$ cat config.mk
export PLATFORM = sky130hd
export DESIGN_NAME = system_control_word_decode
export DESIGN_NICKNAME = d
export VERILOG_FILES = /design/src/logic/dev_ctrl_pkg.sv /design/src/logic/serial_word_rx.sv /design/src/logic/system_control_word_decode.sv
export SDC_FILE = /design/constraint.sdc
export NUM_CORES = 1
export LEC_CHECK = 0
export ABC_CLOCK_PERIOD_IN_PS = 4000
export BUFFER_PORTS_ARGS = -buffer_cell sky130_fd_sc_hd__buf_2
export CAP_MARGIN = 40
export CORE_ASPECT_RATIO = 1.5
export CORE_MARGIN = 2
export CORE_UTILIZATION = 35
export CTS_CLUSTER_SIZE = 12
export DETAILED_ROUTE_END_ITERATION = 6
export GPL_TIMING_DRIVEN = 0
export PLACE_DENSITY = 0.61
export SLEW_MARGIN = 10
export SYNTH_ARGS = -nofsm -noshare
export SYNTH_HDL_FRONTEND = slang
export SYNTH_HIERARCHICAL = 1
export SYNTH_SLANG_ARGS = --single-unit
$ cat constraint.sdc
create_clock -name core_clk -period 4 [get_ports core_clk]
set_input_delay 0.2 -clock core_clk [delete_from_list [all_inputs] [get_ports core_clk]]
set_output_delay 0.2 -clock core_clk [all_outputs]
set_load 0.005 [all_outputs]
$ cat src/logic/dev_ctrl_pkg.sv
// Constants for the device control word decoder: command word layout and reset values.
// Assumes a 29-bit command word, most significant bit first, framed by an active-low sync pin.
package dev_ctrl_pkg;

  // Command word size and framing.
  localparam int unsigned WORD_W      = 29;
  localparam logic [4:0]  FRAME_BITS  = 5'h1d;
  localparam logic [4:0]  CNT_MAX     = 5'h1f;

  // Address field of the command word.
  localparam int unsigned RW_BIT      = 28;
  localparam int unsigned CH_SEL_HI   = 27;
  localparam int unsigned CH_SEL_LO   = 24;
  localparam int unsigned TGT_HI      = 23;
  localparam int unsigned TGT_LO      = 22;
  localparam int unsigned ADDR_HI     = 27;
  localparam int unsigned ADDR_LO     = 22;
  localparam logic [5:0]  ADDR_SYS    = 6'h00;

  // Data field of the control word.
  localparam int unsigned CLAMP_HI    = 21;
  localparam int unsigned CLAMP_LO    = 18;
  localparam int unsigned CMP_OE_HI   = 17;
  localparam int unsigned CMP_OE_LO   = 14;
  localparam int unsigned CMP_PWR     = 13;
  localparam int unsigned GND_SEL     = 12;
  localparam int unsigned GUARD_ALM   = 11;
  localparam int unsigned CLAMP_ALM   = 10;
  localparam int unsigned SENSE_SHORT = 9;
  localparam int unsigned GUARD_EN    = 8;
  localparam int unsigned GAIN_HI     = 7;
  localparam int unsigned GAIN_LO     = 6;
  localparam int unsigned TEMP_EN     = 5;
  localparam int unsigned TEMP_TH_HI  = 4;
  localparam int unsigned TEMP_TH_LO  = 3;
  localparam int unsigned LATCHED_ALM = 2;
  localparam int unsigned STORE_HI    = 21;
  localparam int unsigned STORE_LO    = 2;
  localparam int unsigned STORE_W     = 20;

  // Power-on values of the stored fields.
  localparam logic [3:0]  CLAMP_RESET = 4'h0;
  localparam logic [15:0] MISC_RESET  = 16'h0000;
  localparam logic [3:0]  NIBBLE_ZERO = 4'h0;

endpackage

$ cat src/logic/serial_word_rx.sv
// Serial command receiver: collects one command word per sync frame.
// Assumes pins from outside the core clock domain; sclk is much slower than core_clk.
`timescale 1ns/1ns
module serial_word_rx
  import dev_ctrl_pkg::*;
(
  // Clock and reset.
  input  wire logic              core_clk,
  input  wire logic              rstn,
  // Serial pins.
  input  wire logic              sclk_pin,
  input  wire logic              sync_n_pin,
  input  wire logic              sdi_pin,
  // Received word.
  output logic                   word_valid,
  output logic [WORD_W-1:0]      word_data
);

  logic [2:0]        sclk_sync_reg;
  logic [2:0]        sync_n_sync_reg;
  logic [1:0]        sdi_sync_reg;
  logic [4:0]        cnt_reg;
  logic [4:0]        cnt_next;
  logic [WORD_W-1:0] shift_reg;
  logic [WORD_W-1:0] shift_next;
  logic              valid_reg;
  logic              valid_next;
  logic [WORD_W-1:0] data_reg;
  logic [WORD_W-1:0] data_next;
  logic              sclk_rise;
  logic              frame_start;
  logic              frame_end;
  logic              in_frame;

  // Two stages before use; the third stage only serves the edge detectors.
  always_ff @(posedge core_clk or negedge rstn) begin
    if (!rstn) begin
      sclk_sync_reg   <= 3'h0;
      sync_n_sync_reg <= 3'h7;
      sdi_sync_reg    <= 2'h0;
    end else begin
      sclk_sync_reg   <= {sclk_sync_reg[1:0], sclk_pin};
      sync_n_sync_reg <= {sync_n_sync_reg[1:0], sync_n_pin};
      sdi_sync_reg    <= {sdi_sync_reg[0], sdi_pin};
    end
  end

  assign sclk_rise   = sclk_sync_reg[1] & ~sclk_sync_reg[2];
  assign frame_start = ~sync_n_sync_reg[1] & sync_n_sync_reg[2];
  assign frame_end   = sync_n_sync_reg[1] & ~sync_n_sync_reg[2];
  assign in_frame    = ~sync_n_sync_reg[1];

  // Shift bits in while sync is low; a word is offered only if exactly one word arrived.
  always_comb begin
    cnt_next   = cnt_reg;
    shift_next = shift_reg;
    valid_next = 1'b0;
    data_next  = data_reg;
    if (frame_start) begin
      cnt_next = 5'h00;
    end else if (in_frame && sclk_rise) begin
      shift_next = {shift_reg[WORD_W-2:0], sdi_sync_reg[1]};
      if (cnt_reg != CNT_MAX) begin
        cnt_next = cnt_reg + 5'h01;
      end
    end
    if (frame_end && cnt_reg == FRAME_BITS) begin
      valid_next = 1'b1;
      data_next  = shift_reg;
    end
  end

  always_ff @(posedge core_clk or negedge rstn) begin
    if (!rstn) begin
      cnt_reg   <= 5'h00;
      shift_reg <= '0;
      valid_reg <= 1'b0;
      data_reg  <= '0;
    end else begin
      cnt_reg   <= cnt_next;
      shift_reg <= shift_next;
      valid_reg <= valid_next;
      data_reg  <= data_next;
    end
  end

  assign word_valid = valid_reg;
  assign word_data  = data_reg;

endmodule

$ cat src/logic/system_control_word_decode.sv
// Device control word decoder: stores the device-wide control word and forwards other commands.
// Assumes the serial pins come from the host and per-channel clamp writes from core_clk logic.
//
// Behaviour
// - A command reaches the control word only when channel-select and target bits are all zero.
// - One control word serves the whole device, not one per channel.
// - Bit 28 is read/write, 27..24 channel select, 23..22 target, 21..18 clamps, 17..15 cmp oe.
// - Bit 14 cmp oe 0, 13 cmp power, 12 ground sel, 11..2 alarms, sense, guard, gain, temp.
// - The two lowest bits of a write are unused and nothing is stored from them.
// - A low read/write bit writes the data bits into the addressed register.
// - A high read/write bit starts a readback of the addressed register.
// - Each clamp enable bit turns its channel clamp on when one and off when zero.
// - Per-channel register writes and control word writes share one clamp enable state.
// - Readback of either path reports the clamp enable most recently written.
// - Comparator outputs stay high-Z after power-on until their output enable is set.
// - An enabled comparator output drives comparator data while comparator power is on, and drives low while it is off.
// - Comparator power resets to zero and follows the written bit.
// - Guard enable resets to zero and a one enables the guard amplifier.
`timescale 1ns/1ns
module system_control_word_decode
  import dev_ctrl_pkg::*;
#(
  parameter int unsigned N_CH = 4
)
(
  // Clock and reset.
  input  wire logic              core_clk,
  input  wire logic              rstn,
  // Serial command pins.
  input  wire logic              sclk_pin,
  input  wire logic              sync_n_pin,
  input  wire logic              sdi_pin,
  // Clamp enable writes from the per-channel registers.
  input  wire logic [N_CH-1:0]   chan_clamp_wr,
  input  wire logic [N_CH-1:0]   chan_clamp_val,
  // Raw comparator results and comparator output pins.
  input  wire logic [N_CH-1:0]   cmp_result_pin,
  output logic [N_CH-1:0]        cmp_out_o,
  output logic [N_CH-1:0]        cmp_out_oe,
  // Settings towards the analogue blocks.
  output logic [N_CH-1:0]        clamp_en,
  output logic                   cmp_power_en,
  output logic                   per_channel_ground_sel,
  output logic                   guard_alarm_en,
  output logic                   clamp_alarm_en,
  output logic                   internal_sense_short,
  output logic                   guard_en,
  output logic [1:0]             meas_gain,
  output logic                   temp_en,
  output logic [1:0]             temp_threshold,
  output logic                   latched_alarm,
  // Readback of the control word.
  output logic                   readback_valid,
  output logic [WORD_W-1:0]      readback_word,
  // Commands for other register banks.
  output logic                   other_wr_valid,
  output logic                   other_rd_valid,
  output logic [WORD_W-1:0]      other_word
);

  // True when the address bits select the device control word.
  function automatic logic is_sys_ctrl(input logic [WORD_W-1:0] w);
    is_sys_ctrl = (w[ADDR_HI:ADDR_LO] == ADDR_SYS);
  endfunction

  logic              word_valid;
  logic [WORD_W-1:0] word_data;
  logic              cmd_rd;
  logic              cmd_sys;

  logic [N_CH-1:0]   clamp_reg;
  logic [N_CH-1:0]   clamp_next;
  logic [15:0]       misc_reg;
  logic [15:0]       misc_next;
  logic              rb_valid_reg;
  logic              rb_valid_next;
  logic [WORD_W-1:0] rb_word_reg;
  logic [WORD_W-1:0] rb_word_next;
  logic              owr_reg;
  logic              owr_next;
  logic              ord_reg;
  logic              ord_next;
  logic [WORD_W-1:0] oword_reg;
  logic [WORD_W-1:0] oword_next;
  logic [N_CH-1:0]   cmp_meta_reg;
  logic [N_CH-1:0]   cmp_sync_reg;
  logic [N_CH-1:0]   cmp_o_reg;
  logic [N_CH-1:0]   cmp_o_next;
  logic [STORE_W-1:0] stored_view;

  // Serial frame collection.
  serial_word_rx u_rx (
    .core_clk   (core_clk),
    .rstn       (rstn),
    .sclk_pin   (sclk_pin),
    .sync_n_pin (sync_n_pin),
    .sdi_pin    (sdi_pin),
    .word_valid (word_valid),
    .word_data  (word_data)
  );

  assign cmd_rd  = word_data[RW_BIT];
  assign cmd_sys = is_sys_ctrl(word_data);

  // Misc field order: cmp oe[15:12], power, gnd, guard alm, clamp alm, sense, guard, gain,
  // temp en, temp threshold, latched alarm.
  assign stored_view = {clamp_reg, misc_reg};

  // Control word update; only bits 21 down to 2 are kept, bits 1 and 0 are dropped.
  always_comb begin
    clamp_next = clamp_reg;
    misc_next  = misc_reg;
    if (word_valid && !cmd_rd && cmd_sys) begin
      clamp_next = word_data[CLAMP_HI:CLAMP_LO];
      misc_next  = word_data[CMP_OE_HI:STORE_LO];
    end
    // A per-channel write after a control word write in the same cycle wins for its channel.
    for (int i = 0; i < N_CH; i++) begin
      if (chan_clamp_wr[i]) begin
        clamp_next[i] = chan_clamp_val[i];
      end
    end
  end

  // One device-wide copy of the control word.
  always_ff @(posedge core_clk or negedge rstn) begin
    if (!rstn) begin
      clamp_reg <= CLAMP_RESET;
      misc_reg  <= MISC_RESET;
    end else begin
      clamp_reg <= clamp_next;
      misc_reg  <= misc_next;
    end
  end

  // Readback of the control word and forwarding of all other commands.
  always_comb begin
    rb_valid_next = 1'b0;
    rb_word_next  = rb_word_reg;
    owr_next      = 1'b0;
    ord_next      = 1'b0;
    oword_next    = oword_reg;
    if (word_valid) begin
      if (cmd_rd && cmd_sys) begin
        rb_valid_next = 1'b1;
        rb_word_next  = {word_data[RW_BIT:ADDR_LO], stored_view, 2'h0};
      end else if (cmd_rd) begin
        ord_next   = 1'b1;
        oword_next = word_data;
      end else if (!cmd_sys) begin
        owr_next   = 1'b1;
        oword_next = word_data;
      end
    end
  end

  always_ff @(posedge core_clk or negedge rstn) begin
    if (!rstn) begin
      rb_valid_reg <= 1'b0;
      rb_word_reg  <= '0;
      owr_reg      <= 1'b0;
      ord_reg      <= 1'b0;
      oword_reg    <= '0;
    end else begin
      rb_valid_reg <= rb_valid_next;
      rb_word_reg  <= rb_word_next;
      owr_reg      <= owr_next;
      ord_reg      <= ord_next;
      oword_reg    <= oword_next;
    end
  end

  // Comparator results come from the analogue side and are synchronised first.
  always_ff @(posedge core_clk or negedge rstn) begin
    if (!rstn) begin
      cmp_meta_reg <= NIBBLE_ZERO;
      cmp_sync_reg <= NIBBLE_ZERO;
    end else begin
      cmp_meta_reg <= cmp_result_pin;
      cmp_sync_reg <= cmp_meta_reg;
    end
  end

  // A powered-down comparator holds its output low even if the pin is enabled.
  always_comb begin
    cmp_o_next = cmp_sync_reg & {N_CH{misc_reg[CMP_PWR-STORE_LO]}};
  end

  always_ff @(posedge core_clk or negedge rstn) begin
    if (!rstn) begin
      cmp_o_reg <= NIBBLE_ZERO;
    end else begin
      cmp_o_reg <= cmp_o_next;
    end
  end

  // Output pins and settings, all taken from registers.
  assign cmp_out_o              = cmp_o_reg;
  assign cmp_out_oe             = misc_reg[CMP_OE_HI-STORE_LO:CMP_OE_LO-STORE_LO];
  assign clamp_en               = clamp_reg;
  assign cmp_power_en           = misc_reg[CMP_PWR-STORE_LO];
  assign per_channel_ground_sel = misc_reg[GND_SEL-STORE_LO];
  assign guard_alarm_en         = misc_reg[GUARD_ALM-STORE_LO];
  assign clamp_alarm_en         = misc_reg[CLAMP_ALM-STORE_LO];
  assign internal_sense_short   = misc_reg[SENSE_SHORT-STORE_LO];
  assign guard_en               = misc_reg[GUARD_EN-STORE_LO];
  assign meas_gain              = misc_reg[GAIN_HI-STORE_LO:GAIN_LO-STORE_LO];
  assign temp_en                = misc_reg[TEMP_EN-STORE_LO];
  assign temp_threshold         = misc_reg[TEMP_TH_HI-STORE_LO:TEMP_TH_LO-STORE_LO];
  assign latched_alarm          = misc_reg[LATCHED_ALM-STORE_LO];
  assign readback_valid         = rb_valid_reg;
  assign readback_word          = rb_word_reg;
  assign other_wr_valid         = owr_reg;
  assign other_rd_valid         = ord_reg;
  assign other_word             = oword_reg;

endmodule

**After elaboration in Yosys (flattened, before gate mapping)**

Cells that the tools add are included.

- Add/subtract/negate cells: 1
- Equal/unequal tests: 3
- Muxes and demuxes: 20
- Bitwise operators: 9
- Reductions and logical operators: 17

Operators with widths:

| operator | number |
|---|---|
| two-way mux 29 bit | 2 |
| two-way mux 5 bit | 3 |
| two-way mux 1 bit | 14 |
| nonzero test 2 bit | 6 |
| zero test 6 bit | 1 |
| AND reduction 2 bit | 3 |
| adder 5 x 1 -> 5 bit, second input constant | 1 |
| equality test 5 bit, second input constant | 1 |
| logical AND 1 bit | 5 |
| != test 5 bit, second input constant | 1 |
| inverter 1 bit | 5 |
| AND 4 bit | 1 |
| two-way mux 4 bit | 1 |
| AND 1 bit | 3 |
| AND reduction 3 bit | 1 |
| != test 2 x 1 -> 1 bit, second input constant | 1 |
| zero test 1 bit | 1 |

- Bits in registers: 163
- Output and inout bits: 85
- Logic and storage cells: 70

**Depth between registers and ports, before layout**

- Depth in word-level cells: 5
- Depth in mapped cells: 6
- Gate-level depth less buffers: 6

**Modules after synthesis**

Netlist, hierarchy kept.

Modules (own cells, without submodules):

| module | instances | cells each | area each (um2) |
|---|---|---|---|
| system_control_word_decode | 1 | 209 | 3,394.5 |
| serial_word_rx | 1 | 162 | 2,836.5 |

**Worst setup path after synthesis**

OpenSTA, ideal clock, no wires.

- Path type: register to register
- Start: register u_rx.cnt_reg[0]
- End: register u_rx.cnt_reg[1]
- Setup time: 0.072 ns
- Arrival: 1.834 ns
- Data required time: 3.928 ns
- Path slack: 2.094 ns
- Cell stages (with the launch flop): 7
- Period minus slack after synthesis: 1.906 ns
- Path through: dfrtp_1 -> ha_1 -> and3_1 -> ha_1 -> nor4b_4 -> mux2_1 -> nor2_1

- Word-level cells in the longest chain between the ends: 4
- Elaborated cells between the ends (all ways): 7

Ends and longest elaborated chain:

| what | RTL line | RTL |
|---|---|---|
| start, declared | serial_word_rx.sv:22 | `logic [4:0] cnt_reg;` |
| start signal, assigned | serial_word_rx.sv:80 | `cnt_reg <= cnt_next;` |
| adder 5 x 1 -> 5 bit | serial_word_rx.sv:64 | `cnt_next = cnt_reg + 5'h01;` |
| two-way mux 5 bit | serial_word_rx.sv:63 | `if (cnt_reg != CNT_MAX) begin` |
| two-way mux 5 bit | serial_word_rx.sv:61 | `end else if (in_frame && sclk_rise) begin` |
| two-way mux 5 bit | serial_word_rx.sv:59 | `if (frame_start) begin` |

Several ways; a longest one is shown, not always the timed one. The select of a mux whose other input is x is not followed.
A chain may end at the register's enable or synchronous reset.

**Worst setup path in the final report**

- Start: register u_rx.data_reg[23] (netlist: u_rx/word_data[23])
- End: register rb_word_reg[16] (netlist: readback_word[16])

- Word-level cells in the longest chain between the ends: 3

Ends and longest elaborated chain:

| what | RTL line | RTL |
|---|---|---|
| start, declared | serial_word_rx.sv:28 | `logic [WORD_W-1:0] data_reg;` |
| start signal, assigned | serial_word_rx.sv:83 | `data_reg <= data_next;` |
| zero test 6 bit | system_control_word_decode.sv:63 | `is_sys_ctrl = (w[ADDR_HI:ADDR_LO] == ADDR_SYS);` |
| logical AND 1 bit | system_control_word_decode.sv:144 | `if (cmd_rd && cmd_sys) begin` |
| AND reduction 2 bit (no source line) | - |  |
| end signal, assigned | system_control_word_decode.sv:166 | `rb_word_reg <= rb_word_next;` |
| end, declared | system_control_word_decode.sv:77 | `logic [WORD_W-1:0] rb_word_reg;` |

Every way passes these cells.

==> flow_summary.yaml <==
placed_design:
  port_buffers: 99
  place_congestion: 0.7535
  dp_cells: 685
  dp_hpwl_um: 8021
  postPlaceCellArea_um2: 7034
global_routing:
  grt_util_all_layers_pct: 13.37
  grt_start_max_net_pins: 85
  grt_pass1_wl_um: 19490
  grt_antenna_before_repair: 0
  overflow: 0
  grt_pass1_vias: 3726
status:
  status: "finished with violations"
  violations: "design-rule violations"
drt:
  wire_per_inst_um: 16.04
  vias_per_cell: 4.713
  vias: 3417
  dr.pass1.iters: 7
  drt_iter0_drc: 135
  drtAntennaViolNets: 0
  drc: 8
  finalWirelength_um: 11630
pwr:
  ir_worst_vdd_v: 0.0002249
  power_density_nw_per_um2: 445.2
  power.leakage_nw: 4.078
logic_synthesis:
  synth_warnings: 6
  ys_types: 36
  synth_async_sr_flop_share_pct: 100.0
  ys_ff_latch: 163
  synth_area_um2: 6231
  synth-edff-count: 0
  syn_area_per_cell_um2: 16.80
  synth_cells: 371
  synth-main-ff-cell: "dfrtp_1"
  yosysSeqAreaShare_pct: 65.52
die:
  initial_utilization_pct: 35.77
  rows: 59
  coreArea_um2: 17420
  num_io_pins: 102
  die_h_um: 167.4
  die_width_um: 112.9
  fp.dieArea_um2: 18910
layout:
  syn_to_final_growth_pct: 23.84
  antennaDiodeCount: 0
  final_cells: 725
  final_area_um2: 7716
  nets: 519
  layout-drive-gt1-share_pct: 52.54
timing:
  layout_min_cycle_time_ns: 2.099
  setup_viol: 0
  rsz0062_at_grt: "no"
  fmax_mhz: 476.5
  finalMaxSlewViolations: 0
  tns_ns: 0
  relSlewSlack_pct: 44.62
  period_share_pct: 52.47
  hold_violations: 0
  finClkSkew_ns: 0.007893
  tightest_slew_ns: 0.8192
flow_run:
  maxCapViolations: 0
critical_path:
  path_cells: "nor4_4 > nand4_4 > buf_6 > mux2_2"
  crit_required_ns: 4.30
  r2r_cells: 4
  crit_arrival_ns: 2.40
  start_kind: "flop"
  rr_endpoint: "readback_word[16]"
  critical_path_class: "reg -> reg"
  r2r_slack_ns: 1.90
  path_max_fanout: 10
  cp_slowest_cell: "nor4_4"
  endpoint_kind: "flop"
  rr_startpoint: "u_rx/word_data[23]"
  startpoint: "u_rx/word_data[23]"
  cpPeakStageDelay_ns: 0.63
clock_tree:
  cts_buffers: 17
  h-tree-depth: 4
  ctsResizeCount: 0
  clock_path_buffers: 2
  cts_tree: "yes"
  clk_pin_slew_ns: 0.06
  clock_latency_ns: 0.42
  clock_sinks: 163
  root_buffer: "clkbuf_16"
hold_path:
  whs_path_depth: 3
  min_from: "chan_clamp_wr[3]"
  hold_class: "in -> reg"
  holdPathEnd: "clamp_en[3]"
stage by stage:
stage	power (mW)	hold slack, ns	util [%]	worst slack, ns
6_report	3.435	0.04081	44.29	1.901
5_1_grt	3.577	0.04162	44.29	1.779
4_1_cts	3.493	0.01444	44.29	1.881
3_5_place_dp	1.836	0.2359	40.38	1.893
3_3_place_gp	1.826	0.3066	40.16	0.3709
2_1_floorplan	1.771	-0.09559	-	2.094
power by group:
group / total [mW] / switching, mW / internal (mW) / leakage (nW)
sequential: 1.71 / 0.0259 / 1.68 / 2.22
clock: 1.63 / 0.665 / 0.963 / 0.287
combinational: 0.0974 / 0.0536 / 0.0438 / 1.57
per-layer routing:
metal / wire, um / global-route usage, %
met5: 0 / 0
met3: 437 / 3.945
met1: 4884 / 16.07
met4: 165 / 5.249
met2: 6138 / 22.55
critical path: cells and delay by family (launching register included):
family        cells  cell delay (ns)
mux               1             0.28
flops             1             0.44
simple gates      2             0.98
buf+inv           1             0.26
logic make-up after synthesis:
kind of cell / count (synthesis) / synth area share (%)
flip-flops: 163 / 65.52
multiplexers: 123 / 23.96
AND/OR/NAND/NOR: 41 / 5.040
buffers and inverters: 24 / 2.811
AO/OA/AOI/OAI: 15 / 1.867
adder cells (fa/ha/maj): 3 / 0.6025
other: 1 / 0.06018
XOR/XNOR: 1 / 0.1406
synth_stat cells (3+ instances only):
| cell type | count | area, um2 |
|---|---|---|
| a31oi_1 | 4 | 25.02 |
| and2_1 | 10 | 62.56 |
| buf_4 | 4 | 30.03 |
| buf_6 | 9 | 101.4 |
| dfrtp_1 | 160 | 4004 |
| dfstp_2 | 3 | 78.83 |
| ha_1 | 3 | 37.54 |
| inv_1 | 8 | 30.03 |
| mux2_1 | 12 | 135.1 |
| mux2_2 | 81 | 912.1 |
| mux2_4 | 29 | 435.4 |
| nand3_1 | 4 | 20.02 |
| nor2_1 | 12 | 45.04 |
| o21ai_0 | 4 | 20.02 |
layout by cell type (no fill, tap or decap), drive strengths merged:
cell and instances:
dfrtp 160, mux2 122, buf 115, clkbuf 20, inv 13, nor2 12, and2 10, dlygate4sd3 8
o21ai 4, nand3 4, a31oi 4, clkinvlp 3, ha 3, dfstp 3, clkinv 3, nor4b 3
nand4 2, a22o 2, conb 2, bufinv 2, and3 2, a211oi 2, a31o 2, nor4 1
and4 1, or4 1, o31ai 1, or4b 1, nand2b 1, nand4b 1, nor3 1, and2b 1
xnor2 1, mux2i 1
area by class of cell:
type	instances	area [um2]
Multi-Input combinational cell	185	1977
Timing Repair Buffer	108	613.1
Sequential cell	163	4083
Inverter	8	30.03
Buffer	16	145.1
Clock buffer	19	452.9
Tap cell	213	266.5
Clock inverter	13	148.9
Fill cell	1604	9706
how the worst max path moves through the flow:
stage	end	depth (start not counted)
2_1_floorplan	u_rx/cnt_reg[1]	6
3_3_place_gp	readback_word[5]	1
3_5_place_dp	readback_word[13]	4
4_1_cts	readback_word[16]	4
5_1_grt	readback_word[13]	4
6_report	readback_word[16]	4
timing repair:
item / 4_1_cts / 5_1_grt
endpoints found under the hold margin: 87 / 0
buffers inserted: 0 / 0
hold buffers: 8 / 0
setup endpoints to repair: 0 / 0
Power figures use the tool's default switching activity.
